**src/core/slwr_pkg.sv**
```systemverilog
// Package with the register map, field positions and reset values of the segment LCD waveform store
package slwr_pkg;

   // ==========================================================
   // Geometry
   // ==========================================================
   localparam int SLWR_NUM_PINS = 22;   // LCD pins served
   localparam int SLWR_NUM_PHASES = 8;  // Backplane phases A..H
   localparam int SLWR_ADR_W = 8;       // Byte address width on the bus

   // ==========================================================
   // Register word indices (byte address = index * 4)
   // ==========================================================
   localparam logic [5:0] SLWR_IDX_WAVE_FIRST = 6'h00;  // pin_waveform_0
   localparam logic [5:0] SLWR_IDX_WAVE_LAST = 6'h15;   // pin_waveform_21
   localparam logic [5:0] SLWR_IDX_CTRL = 6'h18;        // driver_control_0
   localparam logic [5:0] SLWR_IDX_PEN = 6'h19;         // pin_enable_reg
   localparam logic [5:0] SLWR_IDX_BPSEL = 6'h1A;       // backplane_select_reg
   localparam logic [5:0] SLWR_IDX_BLINK = 6'h1B;       // blink_control_reg
   localparam logic [5:0] SLWR_IDX_STATUS = 6'h1C;      // Phase status, read only

   // ==========================================================
   // Field positions
   // ==========================================================
   localparam int SLWR_CTRL_EN_BIT = 7;     // module_enable
   localparam int SLWR_CTRL_DUTY_LSB = 0;   // Duty field, 3 bits
   localparam int SLWR_BLINK_BLANK_BIT = 5; // Blank display mode
   localparam int SLWR_STAT_EN_BIT = 7;     // Enable as seen by the sequencer
   localparam int SLWR_STAT_PHASE_LSB = 0;  // Current phase, 3 bits

   // ==========================================================
   // Reset values and counts
   // ==========================================================
   localparam logic [2:0] SLWR_DUTY_RST = 3'h0;       // One backplane
   localparam logic [21:0] SLWR_PINS_RST = 22'h000000; // No pins enabled
   localparam logic [2:0] SLWR_PHASE_RST = 3'h0;      // Phase A
   localparam int SLWR_PHASE_DIV_DEF = 256;           // Clocks per phase step

endpackage

```
**src/core/slwr_waveform_regs.sv**
```systemverilog
// Segment LCD waveform register store with phase sequencer and Wishbone slave
//
// The implementer's own choices: the register addresses and the Wishbone register port.
`timescale 1ns/1ps

module slwr_waveform_regs #(
   parameter int PHASE_DIV = slwr_pkg::SLWR_PHASE_DIV_DEF, // Clocks per phase step
   parameter int NUM_PINS = slwr_pkg::SLWR_NUM_PINS        // LCD pins served
) (
   // Clock and reset
   input wire logic clk,
   input wire logic srst,
   // Wishbone classic slave
   input wire logic wb_cyc_i,
   input wire logic wb_stb_i,
   input wire logic wb_we_i,
   input wire logic [slwr_pkg::SLWR_ADR_W-1:0] wb_adr_i,
   input wire logic [3:0] wb_sel_i,
   input wire logic [31:0] wb_dat_i,
   output logic [31:0] wb_dat_o,
   output logic wb_ack_o,
   // Pin side towards the glass
   output logic [NUM_PINS-1:0] pin_lcd_mode,
   output logic [NUM_PINS-1:0] pin_is_backplane,
   output logic [NUM_PINS-1:0] pin_drive_on,
   output logic [2:0] phase_index
);

   // ==========================================================
   // Declarations
   // ==========================================================
   localparam int DIV_W = $clog2(PHASE_DIV + 1); // Divider width

   // Waveform store, one byte per pin, bit n is phase n
   logic [slwr_pkg::SLWR_NUM_PHASES-1:0] pin_waveform_reg [NUM_PINS];
   // Control and configuration
   logic module_enable_reg;                  // Module enable
   logic [2:0] duty_reg;                     // Last phase index in the frame
   logic [NUM_PINS-1:0] pin_enable_reg;      // Per-pin LCD enable
   logic [NUM_PINS-1:0] backplane_select_reg; // Per-pin backplane select
   logic blank_reg;                          // Blank display mode
   // Sequencer state
   logic [DIV_W-1:0] div_reg;                // Phase step divider
   logic [2:0] phase_reg;                    // Current phase
   logic phase_tick;                         // Divider terminal count
   // Bus handling
   logic ack_reg;                            // Acknowledge
   logic [31:0] rdata_reg;                   // Read data
   logic bus_req;                            // Cycle is requesting
   logic wr_fire;                            // Write takes effect this edge
   logic [5:0] word_idx;                     // Word index of the access
   logic wave_hit;                           // Index falls on a waveform byte
   logic [4:0] wave_sel;                     // Waveform register selected
   logic [31:0] rdata_next;                  // Read mux result
   // Output registers
   logic [NUM_PINS-1:0] pin_lcd_mode_reg;
   logic [NUM_PINS-1:0] pin_is_backplane_reg;
   logic [NUM_PINS-1:0] pin_drive_on_reg;

   // ==========================================================
   // Bus decode
   // ==========================================================

   // Request seen while cycle and strobe are both high
   assign bus_req = wb_cyc_i & wb_stb_i;
   // Writes land on the edge that the master samples ack
   assign wr_fire = bus_req & wb_we_i & ack_reg;
   // Word index from the byte address
   assign word_idx = wb_adr_i[7:2];
   // Waveform window check
   assign wave_hit = (word_idx <= slwr_pkg::SLWR_IDX_WAVE_LAST);
   // Low bits select the waveform byte
   assign wave_sel = word_idx[4:0];

   // Acknowledge one cycle after request, drop after one cycle
   always_ff @(posedge clk) begin
      if (srst) begin
         ack_reg <= 1'b0;
      end else begin
         ack_reg <= bus_req & ~ack_reg;
      end
   end

   // Read mux; unmapped words read as zero
   always_comb begin
      rdata_next = 32'h00000000;
      if (wave_hit) begin
         // Phase H on bit 7 down to phase A on bit 0
         rdata_next[7:0] = pin_waveform_reg[wave_sel];
      end else begin
         case (word_idx)
            slwr_pkg::SLWR_IDX_CTRL: begin
               rdata_next[slwr_pkg::SLWR_CTRL_EN_BIT] = module_enable_reg;
               rdata_next[slwr_pkg::SLWR_CTRL_DUTY_LSB +: 3] = duty_reg;
            end
            slwr_pkg::SLWR_IDX_PEN: begin
               rdata_next[NUM_PINS-1:0] = pin_enable_reg;
            end
            slwr_pkg::SLWR_IDX_BPSEL: begin
               rdata_next[NUM_PINS-1:0] = backplane_select_reg;
            end
            slwr_pkg::SLWR_IDX_BLINK: begin
               rdata_next[slwr_pkg::SLWR_BLINK_BLANK_BIT] = blank_reg;
            end
            slwr_pkg::SLWR_IDX_STATUS: begin
               rdata_next[slwr_pkg::SLWR_STAT_EN_BIT] = module_enable_reg;
               rdata_next[slwr_pkg::SLWR_STAT_PHASE_LSB +: 3] = phase_reg;
            end
            default: begin
               rdata_next = 32'h00000000;
            end
         endcase
      end
   end

   // Read data captured alongside the acknowledge
   always_ff @(posedge clk) begin
      if (srst) begin
         rdata_reg <= 32'h00000000;
      end else if (bus_req & ~ack_reg) begin
         rdata_reg <= rdata_next;
      end
   end

   // ==========================================================
   // Waveform store
   // ==========================================================

   // No reset: contents are unknown until software writes them
   // Only lane 0 is stored, so a byte write on lane 0 is the path
   always_ff @(posedge clk) begin
      if (wr_fire && wave_hit && wb_sel_i[0]) begin
         // Eight phase bits per pin
         pin_waveform_reg[wave_sel] <= wb_dat_i[7:0];
      end
   end

   // ==========================================================
   // Control registers
   // ==========================================================

   // Module enable and duty
   always_ff @(posedge clk) begin
      if (srst) begin
         module_enable_reg <= 1'b0;
         duty_reg <= slwr_pkg::SLWR_DUTY_RST;
      end else if (wr_fire && word_idx == slwr_pkg::SLWR_IDX_CTRL && wb_sel_i[0]) begin
         module_enable_reg <= wb_dat_i[slwr_pkg::SLWR_CTRL_EN_BIT];
         duty_reg <= wb_dat_i[slwr_pkg::SLWR_CTRL_DUTY_LSB +: 3];
      end
   end

   // Per-pin LCD enables, written lane by lane
   always_ff @(posedge clk) begin
      if (srst) begin
         pin_enable_reg <= slwr_pkg::SLWR_PINS_RST;
      end else if (wr_fire && word_idx == slwr_pkg::SLWR_IDX_PEN) begin
         for (int b = 0; b < NUM_PINS; b++) begin
            if (wb_sel_i[b / 8]) begin
               pin_enable_reg[b] <= wb_dat_i[b];
            end
         end
      end
   end

   // Per-pin backplane selects, written lane by lane
   always_ff @(posedge clk) begin
      if (srst) begin
         backplane_select_reg <= slwr_pkg::SLWR_PINS_RST;
      end else if (wr_fire && word_idx == slwr_pkg::SLWR_IDX_BPSEL) begin
         for (int b = 0; b < NUM_PINS; b++) begin
            if (wb_sel_i[b / 8]) begin
               backplane_select_reg[b] <= wb_dat_i[b];
            end
         end
      end
   end

   // Blank display mode bit
   always_ff @(posedge clk) begin
      if (srst) begin
         blank_reg <= 1'b0;
      end else if (wr_fire && word_idx == slwr_pkg::SLWR_IDX_BLINK && wb_sel_i[0]) begin
         blank_reg <= wb_dat_i[slwr_pkg::SLWR_BLINK_BLANK_BIT];
      end
   end

   // ==========================================================
   // Phase sequencer
   // ==========================================================

   // Terminal count of the phase divider
   assign phase_tick = (div_reg == DIV_W'(PHASE_DIV - 1));

   // Divider runs only while the module is enabled
   always_ff @(posedge clk) begin
      if (srst) begin
         div_reg <= '0;
      end else if (!module_enable_reg || phase_tick) begin
         div_reg <= '0;
      end else begin
         div_reg <= div_reg + DIV_W'(1);
      end
   end

   // Step A onward through the duty, then wrap to A
   // Wrap also covers a duty lowered below the current phase
   always_ff @(posedge clk) begin
      if (srst) begin
         phase_reg <= slwr_pkg::SLWR_PHASE_RST;
      end else if (!module_enable_reg) begin
         phase_reg <= slwr_pkg::SLWR_PHASE_RST;
      end else if (phase_tick) begin
         if (phase_reg >= duty_reg) begin
            phase_reg <= slwr_pkg::SLWR_PHASE_RST;
         end else begin
            phase_reg <= phase_reg + 3'h1;
         end
      end
   end

   // ==========================================================
   // Pin drive
   // ==========================================================

   // Each pin: mode, role and drive level for the current phase
   always_ff @(posedge clk) begin
      if (srst) begin
         pin_lcd_mode_reg <= '0;
         pin_is_backplane_reg <= '0;
         pin_drive_on_reg <= '0;
      end else begin
         for (int p = 0; p < NUM_PINS; p++) begin
            // Both enables needed; disabled module masks the pin bits
            pin_lcd_mode_reg[p] <= pin_enable_reg[p] & module_enable_reg;
            // Backplane role only on an LCD pin
            pin_is_backplane_reg[p] <= pin_enable_reg[p] & module_enable_reg & backplane_select_reg[p];
            if (!(pin_enable_reg[p] && module_enable_reg)) begin
               // Not an LCD pin
               pin_drive_on_reg[p] <= 1'b0;
            end else if (backplane_select_reg[p]) begin
               // Backplane active in phases whose bit is set
               pin_drive_on_reg[p] <= pin_waveform_reg[p][phase_reg];
            end else if (blank_reg) begin
               // Blank: waveform data ignored, segments off
               pin_drive_on_reg[p] <= 1'b0;
            end else begin
               // Frontplane segment on for a one, off for a zero
               pin_drive_on_reg[p] <= pin_waveform_reg[p][phase_reg];
            end
         end
      end
   end

   // ==========================================================
   // Outputs
   // ==========================================================
   assign wb_ack_o = ack_reg;
   assign wb_dat_o = rdata_reg;
   assign pin_lcd_mode = pin_lcd_mode_reg;
   assign pin_is_backplane = pin_is_backplane_reg;
   assign pin_drive_on = pin_drive_on_reg;
   assign phase_index = phase_reg;

   // ==========================================================
   // Assertions
   // ==========================================================

   // Byte write on lane 0 lands in the selected waveform register
   AST_WAVE_WRITE: assert property (@(posedge clk) disable iff (srst)
      (wr_fire && wave_hit && wb_sel_i[0]) |=> (pin_waveform_reg[$past(wave_sel)] == $past(wb_dat_i[7:0])))
      else $error("waveform byte write not stored");

   // Register bit n drives the pin in phase n, bit 7 being phase H
   AST_PHASE_BIT_ORDER: assert property (@(posedge clk) disable iff (srst)
      (pin_enable_reg[0] && module_enable_reg && backplane_select_reg[0])
      |=> (pin_drive_on[0] == $past(pin_waveform_reg[0][phase_reg])))
      else $error("backplane drive does not follow phase bit");

   // Frontplane pin 1 follows its phase bit when not blanked
   AST_FRONT_SEG: assert property (@(posedge clk) disable iff (srst)
      (pin_enable_reg[1] && module_enable_reg && !backplane_select_reg[1] && !blank_reg)
      |=> (pin_drive_on[1] == $past(pin_waveform_reg[1][phase_reg])))
      else $error("frontplane segment does not follow waveform");

   // Blank mode leaves no frontplane driven on
   AST_BLANK_CLEAR: assert property (@(posedge clk) disable iff (srst)
      blank_reg |=> ((pin_drive_on & ~pin_is_backplane) == '0))
      else $error("segment lit during blank mode");

   // LCD mode needs both the pin enable and the module enable
   AST_LCD_GATE: assert property (@(posedge clk) disable iff (srst)
      ##1 (pin_lcd_mode == ($past(pin_enable_reg) & {NUM_PINS{$past(module_enable_reg)}})))
      else $error("lcd mode not gated by both enables");

   // Module disabled: no pin active, sequencer held at phase A
   AST_DISABLED_IDLE: assert property (@(posedge clk) disable iff (srst)
      (!module_enable_reg ##1 !module_enable_reg)
      |-> (pin_lcd_mode == '0 && pin_is_backplane == '0 && phase_reg == 3'h0))
      else $error("pin active while module disabled");

   // Last phase of the duty wraps to phase A on the next step
   AST_PHASE_WRAP: assert property (@(posedge clk) disable iff (srst)
      (module_enable_reg && phase_tick && phase_reg >= duty_reg) |=> (phase_reg == 3'h0))
      else $error("phase did not wrap at end of duty");

   // Phase advances by exactly one below the duty limit
   AST_PHASE_STEP: assert property (@(posedge clk) disable iff (srst)
      (module_enable_reg && phase_tick && phase_reg < duty_reg) |=> (phase_reg == $past(phase_reg) + 3'h1))
      else $error("phase did not advance by one");

   // Backplane role only for enabled pins with select set
   AST_BP_ROLE: assert property (@(posedge clk) disable iff (srst)
      ##1 (pin_is_backplane == ($past(pin_enable_reg) & $past(backplane_select_reg)
      & {NUM_PINS{$past(module_enable_reg)}})))
      else $error("backplane role wrong");

   // Acknowledge is a single-cycle answer one edge after the request
   AST_ACK_ONE: assert property (@(posedge clk) disable iff (srst)
      (bus_req && !ack_reg) |=> (ack_reg ##1 !ack_reg))
      else $error("acknowledge not a single pulse");

   // Pins outside the LCD function never drive
   AST_OFF_PIN_QUIET: assert property (@(posedge clk) disable iff (srst)
      ##1 ((pin_drive_on & ~($past(pin_enable_reg) & {NUM_PINS{$past(module_enable_reg)}})) == '0))
      else $error("drive on a pin outside lcd function");

   // Disabled module keeps the phase divider cleared
   AST_DIV_CLEAR: assert property (@(posedge clk) disable iff (srst)
      !module_enable_reg |=> (div_reg == '0))
      else $error("phase divider running while disabled");

   // Between divider steps the phase holds
   AST_PHASE_HOLD: assert property (@(posedge clk) disable iff (srst)
      (module_enable_reg && !phase_tick) |=> $stable(phase_reg))
      else $error("phase moved between steps");

   // Backplane pin keeps its phases through blank mode
   AST_BLANK_BP_KEEP: assert property (@(posedge clk) disable iff (srst)
      (blank_reg && pin_enable_reg[0] && module_enable_reg && backplane_select_reg[0])
      |=> (pin_drive_on[0] == $past(pin_waveform_reg[0][phase_reg])))
      else $error("backplane phase lost in blank mode");

   // Control write sets the module enable bit
   AST_ENABLE_WRITE: assert property (@(posedge clk) disable iff (srst)
      (wr_fire && word_idx == slwr_pkg::SLWR_IDX_CTRL && wb_sel_i[0])
      |=> (module_enable_reg == $past(wb_dat_i[slwr_pkg::SLWR_CTRL_EN_BIT])))
      else $error("module enable not written");

   // Blink register write sets the blank bit
   AST_BLANK_WRITE: assert property (@(posedge clk) disable iff (srst)
      (wr_fire && word_idx == slwr_pkg::SLWR_IDX_BLINK && wb_sel_i[0])
      |=> (blank_reg == $past(wb_dat_i[slwr_pkg::SLWR_BLINK_BLANK_BIT])))
      else $error("blank bit not written");

   // Control and status reads return the register mux
   AST_READ_DATA: assert property (@(posedge clk) disable iff (srst)
      (bus_req && !ack_reg && !wave_hit) |=> (wb_dat_o == $past(rdata_next)))
      else $error("read data does not match register");

   // No acknowledge without a request
   AST_ACK_NO_REQ: assert property (@(posedge clk) disable iff (srst)
      !bus_req |=> !ack_reg)
      else $error("acknowledge without request");

endmodule

```
**config.mk**
```make
export PLATFORM = sky130hd
export DESIGN_NAME = slwr_waveform_regs
export DESIGN_NICKNAME = d
export VERILOG_FILES = /design/src/core/slwr_pkg.sv /design/src/core/slwr_waveform_regs.sv
export SDC_FILE = /design/constraint.sdc
export NUM_CORES = 1
export LEC_CHECK = 0
export CORE_MARGIN = 1.5
export CORE_UTILIZATION = 40
export DETAILED_ROUTE_END_ITERATION = 7
export DONT_BUFFER_PORTS = 1
export GPL_ROUTABILITY_DRIVEN = 0
export SETUP_SLACK_MARGIN = 0.02
export SLEW_MARGIN = 15
export SYNTH_ARGS = -nofsm -noshare
export SYNTH_HDL_FRONTEND = slang
export SYNTH_SLANG_ARGS = --single-unit
```
**constraint.sdc**
```tcl
create_clock -name clk -period 5.72 [get_ports clk]
set_clock_uncertainty 0.1 [all_clocks]
set_input_delay 0.286 -clock clk [delete_from_list [all_inputs] [get_ports clk]]
set_output_delay 0.286 -clock clk [all_outputs]
set_load 0.02 [all_outputs]
```
==> run metrics <==
status finished clean; element type at the critical path end register; CP delay by family, top simple AND/OR/NAND/NOR gates; most used cell, CP and2_1; Placed Instances 1440; Critical Path Max Stage Delay ~1000 ps; Layout area overhead 14.0%; Period Utilization, post-route 0.655; fmax between 200 and 300 MHz; worst ir drop on vdd 0.162 mV; TritonCTS buffer count 38; TritonCTS clock tree built; PD cells around 320 nW/um2; Total GRT Usage 0.197; post-synth cell types 56; Final Hold Fails 0; first-pass GRT wire length approximately 56000 um; fill count between 3000 and 4000; clk root buf clkbuf_16; final setup vio count 0; initial antenna violation count 4; Initial Util 0.404; Least-Margin Pin Slew 1150 ps; overall die height a little under 200 um; dpl hpwl between 20000 and 25000 um; chip width 195 um; crit-path max FO 21; Async SR Flop Fraction 0; Pre-antenna DRT Iters 7; RSZ-0062 raised after global routing false; Mapped Avg Cell Area 14.7 um2; max_cap viols 0; crit path time final between 3000 and 4000 ps; layout cells sized above 1 0.171; PortBufs 0; std cell rows 70; core area 36400 um2; max FFs per register 200; Post-route DRC 0; HP Class in -> reg; Synth Cell Area approximately 15000 um2; crit path DAT approximately 3800 ps; Post-synth EDFFs 200; global route overflow 0; vias per cell 5.67; Finished Layout Cells between 1500 and 2000; total wire length between 30000 and 40000 um; Vias 8797; kind of critical path reg -> reg; ys flop type edfxtp_1; warnings from Yosys 0; Clock Path Buffers 3; Worst Setup Start Kind register; ANT nets after route 0; Max-slew headroom 0.233; commonest non-fill, non-tap cells in the layout edfxtp_1 (200), dfxtp_1 (148), nor2_1 (88), mux4_2 (77); Worst-path clk slew roughly 60 ps; DIE AREA 37900 um2; Critical Path RT ~5800 ps; share of the synthesized area in the top cell type 0.408; largest net degree at the start of global routing between 70 and 80; synth top area cells edfxtp_1 (41%), dfxtp_1 (20%), mux4_2 (12%); FF+latch count, synth 350; Setup TNS 0 ps; vias in the first global route 8649; Worst path slowest cell nor3_1; Final #Nets 1110; Sink Count 350; I/O Pins ~150; commonest non-fill, non-tap cell in the layout edfxtp_1; Gate Count Post-Synth around 1000; CP Cell Sequence and4_1 -> and2_1 -> and2_1 -> nand3_1 -> nor3_1; Worst-Skew Late Latency 530 ps; P_leak roughly 6 nW; CP bufs+invs 0; sequential-to-total area share from yosys stat 0.613; Final Max Tran Viols 0; CTS H-tree depth 2; DR iter-0 viols about 740; cell taking the most area after synthesis edfxtp_1; mean routed wirelength per cell ~24 um
-- report_power, final --
part           switching [mW]  internal, mW  total, mW
combinational           0.116        0.0863      0.202
sequential             0.0250          2.68       2.71
clock                   0.971          1.45       2.42
-- cells by family (layout without fill, tap and decap cells) --
kind of cell / count (synthesis) / count (layout) / synth area share
AO/OA/AOI/OAI: 82 / 82 / 0.0392
multiplexers: 166 / 166 / 0.197
flip-flops: 350 / 350 / 0.613
adder cells (fa/ha/maj): 6 / 6 / 0.00511
XOR/XNOR: 5 / 5 / 0.00298
AND/OR/NAND/NOR: 314 / 314 / 0.108
buffers and inverters: 79 / 125 / 0.0340
other: 1 / 35 / 0.000255
-- cell type report --
| class | count | area (um2) | area share |
|---|---|---|---|
| clock inverter | 16 | 164 | 0.00977 |
| timing repair buffer | 51 | 578 | 0.0345 |
| antenna | 1 | 2.50 | 0.000149 |
| tap | 468 | 586 | 0.0349 |
| sequential | 350 | 9010 | 0.538 |
| inverter | 7 | 26.3 | 0.00157 |
| multi-input combinational | 607 | 5330 | 0.318 |
| clock buffer | 51 | 1070 | 0.0638 |
-- cell usage after synthesis (all sizes together) (6+ instances only) --
cell and count:
dfxtp 150, o21ai 6, mux4 92, inv 6, and2 26, nor3 19, buf 38, mux2i 49
nor2b 7, a221oi 22, ha 6, nand3 32, mux2 25, a21oi 29, edfxtp 200, and3 49
nor2 89, nand2 50, clkbuf 31, nand2b 25
-- metal layers --
metal / GRT usage / up-vias / share of wire
li1: - / 3931 / -
met1: 0.269 / 4399 / 0.42
met2: 0.306 / 405 / 0.46
met3: 0.0569 / 56 / 0.093
met4: 0.0557 / 6 / 0.022
met5: 0 / - / 0.00083
-- path summary, 6_finish.rpt --
path,startpoint,end,slack (ps),cells after the start
max,wb_ack_o$_SDFF_PP0_,pin_waveform_reg[19][3]$_DFFE_PP_,1970,5
min,srst,wb_ack_o$_SDFF_PP0_,20,2
max reg2reg,wb_ack_o$_SDFF_PP0_,pin_waveform_reg[19][3]$_DFFE_PP_,1970,5
min reg2reg,div_reg[0]$_SDFF_PP0_,div_reg[0]$_SDFF_PP0_,340,1
-- repair_timing --
action / CTS / global route
gates resized for setup: 0 / 0
hold endpoints to repair: 293 / 8
endpoints found under the setup margin: 0 / 0
hold buffers: 42 / 1
setup buffers: 0 / 0
-- metrics by stage --
stage	utilization	instance area [um2]	total power, mW	setup slack (ps)	hold WS [ps]
floorplan	-	14800	2.90	3290	285
global placement	0.412	15000	2.89	2180	266
detailed placement	0.412	15000	2.89	2090	267
CTS	0.460	16800	5.37	2040	0.757
global route	0.460	16800	5.49	1830	22.8
finish	0.460	16800	5.33	1970	22.0
Note: power is estimated with default switching activity, not from simulation.
